$ cat config.mk
export PLATFORM = sky130hd
export DESIGN_NAME = scfm_ctrl
export DESIGN_NICKNAME = d
export VERILOG_FILES = /design/src/logic/scfm_pkg.sv /design/src/logic/scfm_fifo.sv /design/src/logic/scfm_chain_sel.sv /design/src/logic/scfm_ctrl.sv
export SDC_FILE = /design/constraint.sdc
export NUM_CORES = 1
export LEC_CHECK = 0
export BUFFER_PORTS_ARGS = -buffer_cell sky130_fd_sc_hd__buf_4
export CAP_MARGIN = 5
export CORE_MARGIN = 5
export CORE_UTILIZATION = 30
export DETAILED_ROUTE_END_ITERATION = 6
export PLACE_DENSITY = 0.57
export SLEW_MARGIN = 0
export SYNTH_ARGS = -nofsm -noshare
export SYNTH_HDL_FRONTEND = slang
export SYNTH_HIERARCHICAL = 1
export SYNTH_SLANG_ARGS = --single-unit
$ cat constraint.sdc
create_clock -name ref_clk -period 3.95 [get_ports ref_clk]
set_input_delay 0.1975 -clock ref_clk [delete_from_list [all_inputs] [get_ports ref_clk]]
set_output_delay 0.1975 -clock ref_clk [all_outputs]
set_load 0.1 [all_outputs]
$ cat src/logic/scfm_pkg.sv
package scfm_pkg;
  // Number of scan chains fed by the decompressor
  localparam int NUM_CHAINS = 8;
  localparam int IDX_W = 3;
  // Register map on the plain register port
  localparam logic [3:0] ADDR_MODE = 4'h0;
  localparam logic [3:0] ADDR_INDEX = 4'h1;
  localparam logic [3:0] ADDR_STATUS = 4'h2;
  localparam logic [3:0] ADDR_FIFO = 4'h3;
  // Reset values
  localparam logic [IDX_W-1:0] INDEX_RST = 3'h0;
  // Mode field width and FIFO shape
  localparam int MODE_W = 2;
  localparam int FIFO_DEPTH = 16;
  localparam int FIFO_W = 1;
  // Status field positions
  localparam int ST_EMPTY = 0;
  localparam int ST_FULL = 1;
  localparam int ST_OPT = 2;

  // Looping modes
  typedef enum logic [1:0] {
    SCFM_OFF,
    SCFM_ONE,
    SCFM_ALL,
    SCFM_MASK
  } scfm_mode_t;

  // Register-port request
  typedef struct packed {
    logic [3:0] addr;
    logic [7:0] wdata;
    logic wr;
    logic rd;
  } scfm_req_t;

  // Chain-side drive: load data and per-chain unload enable
  typedef struct packed {
    logic [NUM_CHAINS-1:0] load;
    logic [NUM_CHAINS-1:0] unload_en;
  } scfm_chain_t;
endpackage : scfm_pkg

$ cat src/logic/scfm_fifo.sv
module scfm_fifo #(
  parameter int WIDTH = 1,
  parameter int DEPTH = 16
) (
  input wire logic ref_clk,
  input wire logic rstn,
  input wire logic [WIDTH-1:0] in_data,
  input wire logic in_valid,
  output logic in_ready,
  output logic [WIDTH-1:0] out_data,
  output logic out_valid,
  input wire logic out_ready
);
  localparam int AW = $clog2(DEPTH);

  // Storage array, not reset: out_data is only used while out_valid is set
  logic [WIDTH-1:0] mem [DEPTH];

  typedef struct packed {
    logic [AW-1:0] wp;
    logic [AW-1:0] rp;
    logic [AW:0] cnt;
  } scfm_fifo_st_t;

  scfm_fifo_st_t st;
  scfm_fifo_st_t next_st;
  logic push;
  logic pop;

  // Honest flags straight from the count
  assign in_ready = (st.cnt != (AW+1)'(DEPTH));
  assign out_valid = (st.cnt != '0);
  assign out_data = mem[st.rp];
  assign push = in_valid && in_ready;
  assign pop = out_valid && out_ready;

  // Pointer and count update
  always_comb
  begin
    next_st = st;
    if (push)
    begin
      next_st.wp = st.wp + AW'(1);
    end
    if (pop)
    begin
      next_st.rp = st.rp + AW'(1);
    end
    next_st.cnt = st.cnt + (AW+1)'(push) - (AW+1)'(pop);
  end

  // State register
  always_ff @(posedge ref_clk or negedge rstn)
  begin
    if (!rstn)
    begin
      st <= '0;
    end
    else
    begin
      st <= next_st;
    end
  end

  // Data write
  always_ff @(posedge ref_clk)
  begin
    if (push)
    begin
      mem[st.wp] <= in_data;
    end
  end

  a_fifo_no_over: assert property (@(posedge ref_clk) disable iff (!rstn)
    st.cnt <= (AW+1)'(DEPTH)) else $error("fifo count overflow");
endmodule : scfm_fifo

$ cat src/logic/scfm_chain_sel.sv
// One-hot chain selector with optional masking
module scfm_chain_sel #(
  parameter int N = 8,
  parameter int IW = 3
) (
  input wire logic [IW-1:0] index,
  input wire logic enable,
  output logic [N-1:0] onehot
);
  // Decode index to one-hot, all zero when disabled
  always_comb
  begin
    onehot = '0;
    if (enable)
    begin
      onehot[index] = 1'b1;
    end
  end
endmodule : scfm_chain_sel

$ cat src/logic/scfm_ctrl.sv
// Operation
// - Single-chain mode loads and observes chosen chain
// - Unselected chains load zeros in single mode
// - Chain index resets to zero
// - Single-chain is default mode when option built
// - Broadcast drives input bit into all chains
// - Broadcast observes indexed chain when option present
// - Block-all masks load and unload with option
// - Without option broadcast observes first chain
// - Without option block-all forces channel input zero
// - Mode and index held in separate registers
// - One payload bit per packet on input
// - Without option block-all leaves output path unchanged
module scfm_ctrl #(
  parameter bit ONE_CHAIN = 1'b1
) (
  input wire logic ref_clk,
  input wire logic rstn,
  input wire logic [3:0] reg_addr,
  input wire logic [7:0] reg_wdata,
  input wire logic reg_wr,
  input wire logic reg_rd,
  output logic [7:0] reg_rdata,
  input wire logic chan_in,
  input wire logic chan_in_valid,
  output logic chan_in_ready,
  input wire logic shift_en,
  input wire logic [scfm_pkg::NUM_CHAINS-1:0] decomp_in,
  input wire logic compact_out,
  input wire logic [scfm_pkg::NUM_CHAINS-1:0] chain_out,
  output logic [scfm_pkg::NUM_CHAINS-1:0] chain_load,
  output logic [scfm_pkg::NUM_CHAINS-1:0] unload_mask,
  output logic chan_out
);
  localparam int N = scfm_pkg::NUM_CHAINS;
  localparam int IW = scfm_pkg::IDX_W;

  // Whole module state
  typedef struct packed {
    scfm_pkg::scfm_mode_t mode;
    logic [IW-1:0] index;
    logic [7:0] rdata;
    logic [N-1:0] load;
    logic [N-1:0] umask;
    logic cout;
  } scfm_st_t;

  scfm_st_t st;
  scfm_st_t next_st;

  // Default mode depends on whether single-chain hardware exists
  localparam scfm_pkg::scfm_mode_t MODE_RST =
    ONE_CHAIN ? scfm_pkg::SCFM_ONE : scfm_pkg::SCFM_ALL;

  // FIFO between the streaming host and the chain feed
  logic fifo_bit;
  logic fifo_valid;
  logic fifo_pop;
  logic in_rdy;

  scfm_fifo #(
    .WIDTH(scfm_pkg::FIFO_W),
    .DEPTH(scfm_pkg::FIFO_DEPTH)
  ) u_fifo (
    .ref_clk(ref_clk),
    .rstn(rstn),
    .in_data(chan_in),
    .in_valid(chan_in_valid),
    .in_ready(in_rdy),
    .out_data(fifo_bit),
    .out_valid(fifo_valid),
    .out_ready(fifo_pop)
  );

  // Ready reflects FIFO space; a register would lag a full cycle
  assign chan_in_ready = in_rdy;

  // One payload bit consumed per shift
  assign fifo_pop = shift_en && fifo_valid;

  // Selected chain decode; absent option forces chain zero
  logic [N-1:0] sel_oh;
  logic [IW-1:0] eff_index;
  assign eff_index = ONE_CHAIN ? st.index : '0;

  scfm_chain_sel #(
    .N(N),
    .IW(IW)
  ) u_sel (
    .index(eff_index),
    .enable(1'b1),
    .onehot(sel_oh)
  );

  // Payload bit, zero when no data is waiting
  logic pay;
  assign pay = fifo_valid ? fifo_bit : 1'b0;

  // Next-state logic: registers, chain feed and output select
  always_comb
  begin
    next_st = st;
    next_st.rdata = 8'h00;
    // Register writes
    if (reg_wr)
    begin
      if (reg_addr == scfm_pkg::ADDR_MODE)
      begin
        // Single mode ignored without the option
        if (ONE_CHAIN ||
            reg_wdata[1:0] != 2'(scfm_pkg::SCFM_ONE))
        begin
          next_st.mode = scfm_pkg::scfm_mode_t'(reg_wdata[1:0]);
        end
      end
      else if (reg_addr == scfm_pkg::ADDR_INDEX)
      begin
        next_st.index = reg_wdata[IW-1:0];
      end
    end
    // Register reads, data valid next cycle
    if (reg_rd)
    begin
      unique case (reg_addr)
        scfm_pkg::ADDR_MODE: next_st.rdata = {6'h00, st.mode};
        scfm_pkg::ADDR_INDEX: next_st.rdata = 8'({st.index});
        scfm_pkg::ADDR_STATUS:
          next_st.rdata = {5'h00, ONE_CHAIN, !in_rdy, !fifo_valid};
        scfm_pkg::ADDR_FIFO: next_st.rdata = {7'h00, fifo_valid};
        default: next_st.rdata = 8'h00;
      endcase
    end
    // Chain load and unload masking
    unique case (st.mode)
      scfm_pkg::SCFM_OFF:
      begin
        next_st.load = decomp_in;
        next_st.umask = '0;
        next_st.cout = compact_out;
      end
      scfm_pkg::SCFM_ONE:
      begin
        // Only selected chain gets payload, others zero
        next_st.load = pay ? sel_oh : '0;
        next_st.umask = ~sel_oh;
        next_st.cout = |(chain_out & sel_oh);
      end
      scfm_pkg::SCFM_ALL:
      begin
        next_st.load = {N{pay}};
        next_st.umask = ONE_CHAIN ? ~sel_oh : '0;
        // Without option eff_index is zero, so chain zero is observed
        next_st.cout = |(chain_out & sel_oh);
      end
      scfm_pkg::SCFM_MASK:
      begin
        next_st.load = '0;
        next_st.umask = ONE_CHAIN ? '1 : '0;
        next_st.cout = ONE_CHAIN ? 1'b0 : compact_out;
      end
    endcase
  end

  // State register
  always_ff @(posedge ref_clk or negedge rstn)
  begin
    if (!rstn)
    begin
      st.mode <= MODE_RST;
      st.index <= scfm_pkg::INDEX_RST;
      st.rdata <= 8'h00;
      st.load <= '0;
      st.umask <= '0;
      st.cout <= 1'b0;
    end
    else
    begin
      st <= next_st;
    end
  end

  // Outputs straight from flip-flops
  assign reg_rdata = st.rdata;
  assign chain_load = st.load;
  assign unload_mask = st.umask;
  assign chan_out = st.cout;

  a_single_zero: assert property (@(posedge ref_clk) disable iff (!rstn)
    st.mode == scfm_pkg::SCFM_ONE |=> (chain_load & ~$past(sel_oh)) == '0)
    else $error("unselected chain loaded");
  a_bcast_all: assert property (@(posedge ref_clk) disable iff (!rstn)
    st.mode == scfm_pkg::SCFM_ALL |=> chain_load == {N{$past(pay)}})
    else $error("broadcast mismatch");
  a_mask_load: assert property (@(posedge ref_clk) disable iff (!rstn)
    st.mode == scfm_pkg::SCFM_MASK |=> chain_load == '0)
    else $error("masked chain loaded");
  a_off_pass: assert property (@(posedge ref_clk) disable iff (!rstn)
    st.mode == scfm_pkg::SCFM_OFF |=> chain_load == $past(decomp_in)
    && chan_out == $past(compact_out))
    else $error("off mode altered path");
  a_index_write: assert property (@(posedge ref_clk) disable iff (!rstn)
    reg_wr && reg_addr == scfm_pkg::ADDR_INDEX
    |=> st.index == $past(reg_wdata[IW-1:0]))
    else $error("index write lost");
  a_obs_select: assert property (@(posedge ref_clk) disable iff (!rstn)
    ONE_CHAIN && st.mode == scfm_pkg::SCFM_ONE
    |=> chan_out == |($past(chain_out) & $past(sel_oh)))
    else $error("wrong chain observed");
  a_mask_unload: assert property (@(posedge ref_clk) disable iff (!rstn)
    ONE_CHAIN && st.mode == scfm_pkg::SCFM_MASK |=> unload_mask == '1)
    else $error("unload not masked");
  a_no_single: assert property (@(posedge ref_clk) disable iff (!rstn)
    !ONE_CHAIN |-> st.mode != scfm_pkg::SCFM_ONE)
    else $error("single mode without option");
endmodule : scfm_ctrl

==> reports/metrics.cfg, run 1 <==
[drt]
dr.pass1.iters = 4
vias = 1871
wirelength_mm = 5.51
antenna_left = 0
wl_per_cell_microns = 12.8
first_iter_violations = 84
drc = 0
via_per_inst = 4.36

[synth]
netlist_top_cells_area = dfrtp_1 (32%), edfxtp_1 (17%), buf_4 (6.3%), a21oi_1 (5.1%), ha_1 (4.8%)
async_flop_share = 0.704
synth-main-ff-cell = dfrtp_1
yosysMostFrequentCell = dfrtp_1
synth.largest_area_cell = dfrtp_1
synth_seq_area_share = 0.498
synth_area_per_cell_sq_um = 10.9
synth_cells = 264
synth_commonest_cells = dfrtp_1 (37), a21oi_1 (29), buf_4 (24), inv_1 (21), nand2_1 (18)
yosysUniqueCellTypes = 50
ys_ff_latch = 54
synth_top_area_frac = 0.322
synth_enable_flop_cells = 16
netlist_area_sq_um = 2870
ys_warn_count = 6

[global_route]
grt_pass1_wl_mm = 9.20
grt_pass1_vias = 1875
grt_max_degree = 39
track_usage = 0.0998
globalRouteOverflowTotal = 0
antenna_found_initial = 0

[critical_path]
path_common_cell = inv_1
critPathMaxStageDelay_ns = 0.49
crit_slowest_cell = or4b_4
crit_chain = inv_1, ha_1, or4b_4, and2_1, and2_4, ha_1, inv_1, ha_1, inv_1, fa_1, inv_1, a21oi_1, o21bai_1, xnor2_1
crit_required_ns = 4.18
endpoint_kind = register
crit_type = reg -> reg
path_max_fanout = 5
arrival_ns = 3.09
cp-start-kind = register

[clocking]
worstSkewPairLatency_ns = 0.30
cts_tree = yes
postCtsSetupRepairBufs = 0
numClockSinks = 54
cts_buffer_depth = 2
clockRootBuffer = clkbuf_8
htree_levels = 2
cts_inserted_buffers = 5
clk_pin_slew_ns = 0.10

[floorplan]
die_h_microns = 108
core_sq_um = 9280
ioPinCount = 62
dieWidth_microns = 108
row_count = 35
start_util = 0.310
die-area_sq_um = 11600

[min_path]
worst_hold_path_type = in -> reg

[run]
maxCapViolCount = 0

[timing]
relSlewSlack = 0.639
rsz0062_at_grt = no
finClkSkew_ns = 0.00709
tns_ns = 0
setup_violations = 0
finalHoldViolCount = 0
hold_slack_ns = 0.108
worstMarginPinSlew_ns = 0.542
fin_crit_ns = 2.86
finalCritPeriodShare = 0.723
fmax_mhz = 350
finalMaxSlewViolations = 0

[pwr]
seq_power_share = 0.360
ir_worst_vdd_uv = 241
intPower_uw = 1330
pwr-share-comb = 0.498
swShare = 0.476
powerDensity_nw_per_um2 = 760
leakage_uw = 0.00143
switchingPower_uw = 1210
clkPwrFrac = 0.142

[placed_design]
routabilityCongestion = 0.767
io_buffer_count = 51
hpwl_mm = 4.17

[cells_and_area]
area_growth_pct = 16.3
drive_above_1_share = 0.253
antenna_cells = 0
layout.nets = 347

[status]
status = finished clean

-- through the flow --
stage / total power [uW] / cells / setup slack (ns) / instance area (sq um) / util
floorplan: 2020 / 275 / 0.303 / 2920 / -
global placement: 2160 / 420 / 1.15 / 3220 / 0.347
detailed placement: 2200 / 420 / 1.09 / 3220 / 0.347
CTS: 2570 / 429 / 1.06 / 3340 / 0.360
global route: 2710 / 429 / 0.856 / 3340 / 0.360
finish: 2540 / 429 / 1.09 / 3340 / 0.360
-- cells in the final DEF, fill, tap and decap left out, types with 3 or more instances in the layout --
cell      instances
buf_4            51
dfrtp_1          37
a21oi_1          29
inv_1            21
nand2_1          18
edfxtp_1         16
nor2_1           14
conb_1           13
ha_1             11
o21ai_1           9
xnor2_1           7
a22oi_1           5
clkbuf_8          5
xor2_1            4
nor3_1            4
mux2i_1           4
nand3b_1          3
and2_1            3
nand2b_1          3
mux2_4            3
mux2_1            3
and4b_2           3
and4bb_2          3
-- cell families after synthesis --
| logic type | Yosys count | share of synthesized area |
|---|---|---|
| adder cells (fa/ha/maj) | 12 | 0.0549 |
| flip-flops | 54 | 0.498 |
| XOR/XNOR | 11 | 0.0335 |
| AND/OR/NAND/NOR | 66 | 0.142 |
| multiplexers | 12 | 0.0570 |
| other | 2 | 0.00261 |
| AO/OA/AOI/OAI | 51 | 0.101 |
| buffers and inverters | 56 | 0.110 |
-- sequential cells by signal, summed over array words and instances (netlist names) --
| name | count |
|---|---|
| chan_out | 1 |
| unload_mask | 8 |
| u_fifo/mem | 16 |
| u_fifo/st | 13 |
| st | 2 |
| reg_rdata | 3 |
| eff_index | 3 |
| chain_load | 8 |
-- layout make-up --
class                      instances  area (sq um)
clock buffer                       6          72.6
clock inverter                     2          37.5
fill                             950          5940
inverter                          21          78.8
multi-input combinational        165          1170
sequential                        54          1430
tap                              129           161
timing repair buffer              52           393
-- critical path: cells and delay by family, from the launching register on --
family,cells,cell delay [ns]
buffers and inverters,4,0.25
AOI/OAI and AO/OA,2,0.23
DFF,1,0.41
and+or+nand+nor,3,0.80
xor gates and xnor gates,1,0.13
adders and majority gates,4,0.96
-- per-layer routing --
layer	GRT usage	share of wire	routed length (microns)
met1	0.129	0.47	2590
met2	0.163	0.45	2500
met3	0.0234	0.063	347
met4	0.0352	0.013	71
met5	0	0	0
-- path summary, 6_finish.rpt --
path / startpoint / end / slack, ns / cells past startpoint
max: u_fifo/st[3] / u_fifo/st[4] / 1.09 / 14
min: reg_wdata[2] / eff_index[2] / 0.11 / 2
max reg2reg: u_fifo/st[3] / u_fifo/st[4] / 1.09 / 14
min reg2reg: u_fifo/st[8] / u_fifo/st[8] / 0.51 / 1
max in group asynchronous: rstn / st[28] / 3.19 / 2
min in group asynchronous: rstn / chain_load[4] / 0.41 / 2
-- power groups by stage --
stage,sequential [uW],combinational (uW),clock [uW]
6_report,914,1260,361
2_1_floorplan,856,1160,0
5_1_grt,947,1360,399
3_3_place_gp,921,1240,0
4_1_cts,916,1280,377
3_5_place_dp,928,1270,0
-- what timing repair did --
item / CTS / global route
hold buffers: 1 / 0
resized for setup: 0 / 0
hold endpoints to repair: 37 / 0
No activity file was read; power rests on OpenSTA's default activity.
==> inputs of run 2 (changes only) <==
--- a/config.mk
+++ b/config.mk
@@ -5,6 +5,7 @@
 export SDC_FILE = /design/constraint.sdc
 export NUM_CORES = 1
 export LEC_CHECK = 0
+export ABC_AREA = 1
 export BUFFER_PORTS_ARGS = -buffer_cell sky130_fd_sc_hd__buf_4
 export CAP_MARGIN = 5
 export CORE_MARGIN = 5
==> constraint.sdc (replaced) <==
create_clock -name ref_clk -period 2.88 [get_ports ref_clk]
set_input_delay 0.144 -clock ref_clk [delete_from_list [all_inputs] [get_ports ref_clk]]
set_output_delay 0.144 -clock ref_clk [all_outputs]
set_load 0.1 [all_outputs]
==> run 2 against run 1 <==
- clock skew grew 0.0043 ns
- via count grew 16%
- core utilization shrank 0.22 points
- sequential power up 29%
- combinational power rose by 48%
- first-iteration DRC count rose by 1.2%
- synthesized area grew 3.9%
- routed wire length grew 6.6%
- critical path depth rose by 2
- highest routed layer unchanged
==> reports/metrics.cfg, run 2 <==
[drt]
dr.pass1.iters = 4  ; unchanged
drc = 0  ; unchanged
vias = 2173  ; +16%
antenna_left = 0  ; unchanged
wirelength_mm = 5.87  ; +6.6%
via_per_inst = 4.18  ; -4.2%
wl_per_cell_microns = 11.3  ; -12%
first_iter_violations = 85  ; +1.2%

[timing]
fin_crit_ns = 2.62  ; -0.239 ns
fmax_mhz = 382  ; +9.1%
finalCritPeriodShare = 0.909  ; +0.186
finalHoldViolCount = 0  ; unchanged
finalMaxSlewViolations = 0  ; unchanged
tns_ns = 0  ; unchanged
finClkSkew_ns = 0.0114  ; +0.00429 ns
setup_violations = 0  ; unchanged
hold_slack_ns = 0.0354  ; -0.0728 ns

[synth]
synth.mux.area_fraction = 0  ; -0.0570
yosysMostFrequentCell = nand2_1
synth_top_family_by_area = simple AND/OR/NAND/NOR gates
synthXorXnorAreaFrac = 0.0264  ; -0.00712
ys_ff_latch = 54  ; unchanged
synth_top_area_frac = 0.310  ; -0.0120
synthAdderAreaFrac = 0.0528  ; -0.00205
synth-main-ff-cell = dfrtp_1
synth_area_per_cell_sq_um = 8.53  ; -22%
netlist_top_cells_area = dfrtp_1 (31%), edfxtp_1 (16%), nand2_1 (12%), buf_4 (6.8%), nor2_1 (5.0%)
async_flop_share = 0.704  ; unchanged
synth_commonest_cells = nand2_1 (97), nor2_1 (40), dfrtp_1 (37), inv_1 (36), buf_4 (27)
yosys.area_share.simple = 0.270  ; +0.128
synth_cells = 350  ; +33%
synth_enable_flop_cells = 16  ; unchanged
synth_seq_area_share = 0.480  ; -0.0186
synth-compound-area-share = 0.0402  ; -0.0612
yosysUniqueCellTypes = 27  ; -46%
ys_warn_count = 6  ; unchanged
netlist_area_sq_um = 2990  ; +3.9%
synth.largest_area_cell = dfrtp_1

[min_path]
holdPathStages = 3  ; +1
hold_path_end = chan_out
worst_hold_path_type = in -> reg
min_from = compact_out

[pwr]
powerDensity_nw_per_um2 = 1020  ; +34%
total_power_uw = 3530  ; +39%
pwr-share-comb = 0.528  ; +0.030
ir_worst_vdd_uv = 502  ; +110%
switchingPower_uw = 1780  ; +48%
intPower_uw = 1750  ; +31%
swShare = 0.505  ; +0.0291
clkPwrFrac = 0.137  ; -0.005
leakage_uw = 0.00174  ; +21%
seq_power_share = 0.334  ; -0.026

[cells_and_area]
final_cell_mix = nand2_1 (97), buf_4 (51), nor2_1 (40)
reg_top3 = u_fifo/mem x16, u_fifo/st x13
layout.nets = 434  ; +25%
drive_above_1_share = 0.225  ; -0.0285
top_register = u_fifo/mem
mostFrequentLayoutCell = nand2_1
area_growth_pct = 16.6
antenna_cells = 0  ; unchanged
largest_reg_flops = 16  ; unchanged

[critical_path]
crit_required_ns = 3.09  ; -1.09 ns
endpoint_kind = register
arrival_ns = 2.83  ; -0.26 ns
path_max_fanout = 5  ; unchanged
rr_worst_depth = 16  ; +2
cp-start-kind = register
rrSetupSlack_ns = 0.26  ; -0.83 ns
r2r_start = u_fifo/st[2]
reg2reg_to = u_fifo/st[4]
crit_type = reg -> reg

[floorplan]
ioPinCount = 62  ; unchanged
die_h_microns = 110  ; +1.7%
core_sq_um = 9730  ; +4.8%
start_util = 0.307  ; -0.00273
row_count = 36  ; +2.9%
dieWidth_microns = 110  ; +1.7%
die-area_sq_um = 12000  ; +3.5%

[clocking]
htree_levels = 2  ; unchanged
cts_inserted_buffers = 5  ; unchanged
cts_tree = yes
numClockSinks = 54  ; unchanged
clk_pin_slew_ns = 0.10  ; about the same
worstSkewPairLatency_ns = 0.31  ; about the same
cts_buffer_depth = 2  ; unchanged
clockRootBuffer = clkbuf_8

[global_route]
antenna_found_initial = 0  ; unchanged
track_usage = 0.0978  ; -0.00198
grt_max_degree = 39  ; unchanged
grt_pass1_wl_mm = 9.20  ; unchanged
grt_pass1_vias = 2118  ; +13%
globalRouteOverflowTotal = 0  ; unchanged

[placed_design]
hpwl_mm = 4.64  ; +11%
io_buffer_count = 51  ; unchanged
routabilityCongestion = 0.785  ; +2.3%

[run]
maxCapViolCount = 0  ; unchanged

[status]
status = finished clean

[run 2: timing repair]
action                                  in CTS  in global routing
hold buffers                                 1                  0
setup buffers                                0                  0
endpoints found under the setup margin       0                  1
resized for setup                            0                  2
hold endpoints to repair                    37                  0
[run 2: cell type report]
class | instances | area (sq um)
Multi-Input combinational cell | 230 | 1210
Timing Repair Buffer | 52 | 393
Clock buffer | 6 | 93.8
Clock inverter | 2 | 17.5
Sequential cell | 54 | 1430
Tap cell | 133 | 166
Fill cell | 1037 | 6250
Inverter | 43 | 169
[run 2: logic make-up after synthesis]
| group | after synthesis |
|---|---|
| compound gates | 22 |
| xor+xnor | 9 |
| fa+ha+maj | 12 |
| buf+inv | 71 |
| flops | 54 |
| other cells | 2 |
| simple gates | 180 |
[run 2: routing by layer]
| metal | GRT usage | share of wire |
|---|---|---|
| met5 | 0 | 0 |
| met4 | 0.0410 | 0.016 |
| met3 | 0.0188 | 0.039 |
| met2 | 0.160 | 0.48 |
| met1 | 0.126 | 0.46 |
[run 2: power by group through the flow]
stage          Sequential, uW  Combinational (uW)  Clock [uW]
5_1_grt                  1210                2030         533
6_report                 1180                1870         486
3_5_place_dp             1200                1860           0
4_1_cts                  1180                1870         508
2_1_floorplan            1160                1640           0
3_3_place_gp             1200                1840           0
[run 2: worst max path at each step]
stage,cells past startpoint,to,slack (ns),startpoint
2_1_floorplan,13,u_fifo/st[4],0.23,u_fifo/st[3]
3_3_place_gp,16,u_fifo/st[4],0.29,u_fifo/st[3]
3_5_place_dp,16,u_fifo/st[4],0.22,u_fifo/st[3]
4_1_cts,16,u_fifo/st[4],0.20,u_fifo/st[3]
5_1_grt,17,u_fifo/st[4],-0.01,u_fifo/st[3]
6_report,16,u_fifo/st[4],0.26,u_fifo/st[2]
[run 2: worst max-delay path, stage by stage (launching register included)]
cell and delay, ns:
dfrtp_1 0.39, inv_1 0.09, ha_2 0.24, nand4_4 0.15
nand2_1 0.09, inv_1 0.04, nand2_2 0.10, inv_2 0.07
ha_1 0.26, inv_1 0.06, ha_1 0.16, inv_1 0.05
fa_1 0.40, o21ai_0 0.19, nand2_1 0.09, nand3b_1 0.09
nand2_1 0.05
[run 2: stage by stage]
stage	instance area, sq um	utilization	setup slack, ns	instances
after floorplan	3010	-	0.227	355
after global placement	3350	0.344	0.288	511
after detailed placement	3350	0.344	0.217	511
after CTS	3470	0.357	0.197	520
after global routing	3480	0.358	-0.0118	520
final	3480	0.358	0.262	520
==> inputs of run 3 (changes only) <==
==> constraint.sdc (replaced) <==
create_clock -name ref_clk -period 2.88 [get_ports ref_clk]
set_input_delay 0.576 -clock ref_clk [delete_from_list [all_inputs] [get_ports ref_clk]]
set_output_delay 0.576 -clock ref_clk [all_outputs]
set_load 0.1 [all_outputs]
==> run 3 against run 2 <==
- die area unchanged
- global-route usage down 0.088 points
- combinational power about the same
- total power down 2.3%
- cell count down 0.19%
- register-to-register slack about the same
- hold slack better by 0.17 ns
- sequential power about the same
- largest power group unchanged
==> reports/metrics.cfg, run 3 (synthesis gave the netlist of run 2 again) <==
[status]
status = finished clean

[global_route]
grt_max_degree = 39  ; unchanged
grt_pass1_wl_mm = 9.17  ; -0.37%
track_usage = 0.0970  ; -0.000880
antenna_found_initial = 0  ; unchanged
globalRouteOverflowTotal = 0  ; unchanged
grt_pass1_vias = 2060  ; -2.7%

[critical_path]
arrival_ns = 2.82  ; about the same
crit_type = reg -> reg
path_max_fanout = 5  ; unchanged
endpoint_kind = register
rrSetupSlack_ns = 0.27  ; about the same
cp-start-kind = register
crit_required_ns = 3.09  ; about the same

[floorplan]
dieWidth_microns = 110  ; unchanged
ioPinCount = 62  ; unchanged
core_sq_um = 9730  ; unchanged
start_util = 0.307  ; unchanged
die_h_microns = 110  ; unchanged
row_count = 36  ; unchanged
die-area_sq_um = 12000  ; unchanged

[pwr]
total_power_uw = 3450  ; -2.3%
ir_worst_vdd_uv = 509  ; +1.4%
leakage_uw = 0.00172  ; -0.85%
switchingPower_uw = 1760  ; -1.2%
clkPwrFrac = 0.125  ; -0.012
powerDensity_nw_per_um2 = 1000  ; -1.4%
intPower_uw = 1690  ; -3.5%
swShare = 0.511  ; +0.00587
pwr-share-comb = 0.534  ; +0.006
seq_power_share = 0.342  ; +0.008

[cells_and_area]
final_cell_mix = nand2_1 (97), buf_4 (51), nor2_1 (40)
reg_top3 = u_fifo/mem x16, u_fifo/st x13
largest_reg_flops = 16  ; unchanged
layout.nets = 433  ; -0.23%
antenna_cells = 0  ; unchanged
fillers = 1015  ; -2.1%
top_register = u_fifo/mem
drive_above_1_share = 0.223  ; -0.00201
mostFrequentLayoutCell = nand2_1
area_growth_pct = 15.6
stdcell_area_sq_um = 3450  ; -0.86%
final_cells = 519  ; -0.19%

[timing]
fmax_mhz = 383  ; +0.19%
fin_crit_ns = 2.61  ; -0.00487 ns
finalMaxSlewViolations = 0  ; unchanged
finalCritPeriodShare = 0.907  ; -0.00169
tns_ns = 0  ; unchanged
finClkSkew_ns = 0.00927  ; -0.00211 ns
setup_violations = 0  ; unchanged
rsz0062_at_grt = no
finalHoldViolCount = 0  ; unchanged
hold_slack_ns = 0.206  ; +0.170 ns

[clocking]
hold_buffers = 0  ; -1
numClockSinks = 54  ; unchanged
cts_inserted_buffers = 5  ; unchanged
cts_buffer_depth = 2  ; unchanged
cts_tree = yes
worstSkewPairLatency_ns = 0.31  ; about the same
clockRootBuffer = clkbuf_8
htree_levels = 2  ; unchanged
clk_pin_slew_ns = 0.10  ; about the same
postCtsSetupRepairBufs = 0  ; unchanged

[drt]
wl_per_cell_microns = 10.8  ; -3.9%
first_iter_violations = 116  ; +36%
wirelength_mm = 5.63  ; -4.1%
antenna_left = 0  ; unchanged
vias = 2151  ; -1.0%
drc = 0  ; unchanged
dr.pass1.iters = 4  ; unchanged
via_per_inst = 4.14  ; -0.82%

[min_path]
worst_hold_path_type = in -> async

[placed_design]
hpwl_mm = 4.52  ; -2.4%
io_buffer_count = 51  ; unchanged
routabilityCongestion = 0.780  ; -0.56%
place_inst = 511  ; unchanged
placed_cell_area_sq_um = 3350  ; unchanged

[run]
maxCapViolCount = 0  ; unchanged

==> run 3: cell types whose count changed in the layout (fill, tap and decap cells not counted) <==
cell,change
ha_1,+1
clkinvlp_4,+1
dlygate4sd3_1,-1
clkbuf_16,-1
ha_2,-1
==> run 3: metrics by stage <==
step | utilization | setup slack (ns)
final | 0.355 | 0.267
after global routing | 0.355 | 0.0194
after CTS | 0.354 | 0.211
after detailed placement | 0.344 | 0.221
after global placement | 0.344 | 0.263
after floorplan | - | 0.227
==> run 3: worst max-delay path, cell delays in order (launching register included) <==
cell	delay, ns
dfrtp_1	0.39
inv_1	0.08
ha_1	0.25
nand4_4	0.16
nand2_1	0.09
inv_1	0.04
nand2_2	0.11
inv_2	0.07
ha_1	0.27
inv_1	0.06
ha_1	0.15
inv_1	0.05
fa_1	0.39
o21ai_0	0.18
nand2_1	0.09
nand3b_1	0.09
nand2_1	0.05
==> run 3: worst paths after layout <==
check	startpoint	to	depth (start not counted)
setup / recovery	u_fifo/st[2]	u_fifo/st[4]	16
hold / removal	rstn	unload_mask[7]	1
setup reg to reg	u_fifo/st[2]	u_fifo/st[4]	16
hold reg to reg	u_fifo/st[0]	u_fifo/st[0]	1
max in group asynchronous	rstn	st[28]	1
min in group ref_clk	compact_out	chan_out	3
==> run 3: final cells by class <==
| type | count | area [sq um] | share of cell area |
|---|---|---|---|
| flip-flops and latches | 54 | 1430 | 0.415 |
| multi-input cells | 230 | 1210 | 0.350 |
| repair buffers | 51 | 383 | 0.111 |
| inverters | 43 | 169 | 0.0489 |
| well taps | 133 | 166 | 0.0482 |
| clock buffers | 5 | 68.8 | 0.0199 |
| clock inverters | 3 | 25.0 | 0.00725 |
==> run 3: power groups by stage <==
| stage | combinational [uW] | sequential (uW) | clock [uW] |
|---|---|---|---|
| 2_1_floorplan | 1640 | 1160 | 0 |
| 3_3_place_gp | 1830 | 1200 | 0 |
| 3_5_place_dp | 1850 | 1200 | 0 |
| 4_1_cts | 1860 | 1180 | 453 |
| 5_1_grt | 2040 | 1220 | 477 |
| 6_report | 1840 | 1180 | 431 |
==> run 3: per-layer routing <==
layer | GRT usage | vias to the layer above | routed length, microns
li1 | - | 1125 | -
met1 | 0.126 | 976 | 2570
met2 | 0.156 | 44 | 2730
met3 | 0.0217 | 6 | 257
met4 | 0.0374 | 0 | 74
met5 | 0 | - | 0
==> run 3: timing repair <==
| item | CTS | global route |
|---|---|---|
| endpoints found under the setup margin | 0 | 1 |
| endpoints found under the hold margin | 0 | 0 |
| gates resized for setup | 0 | 1 |
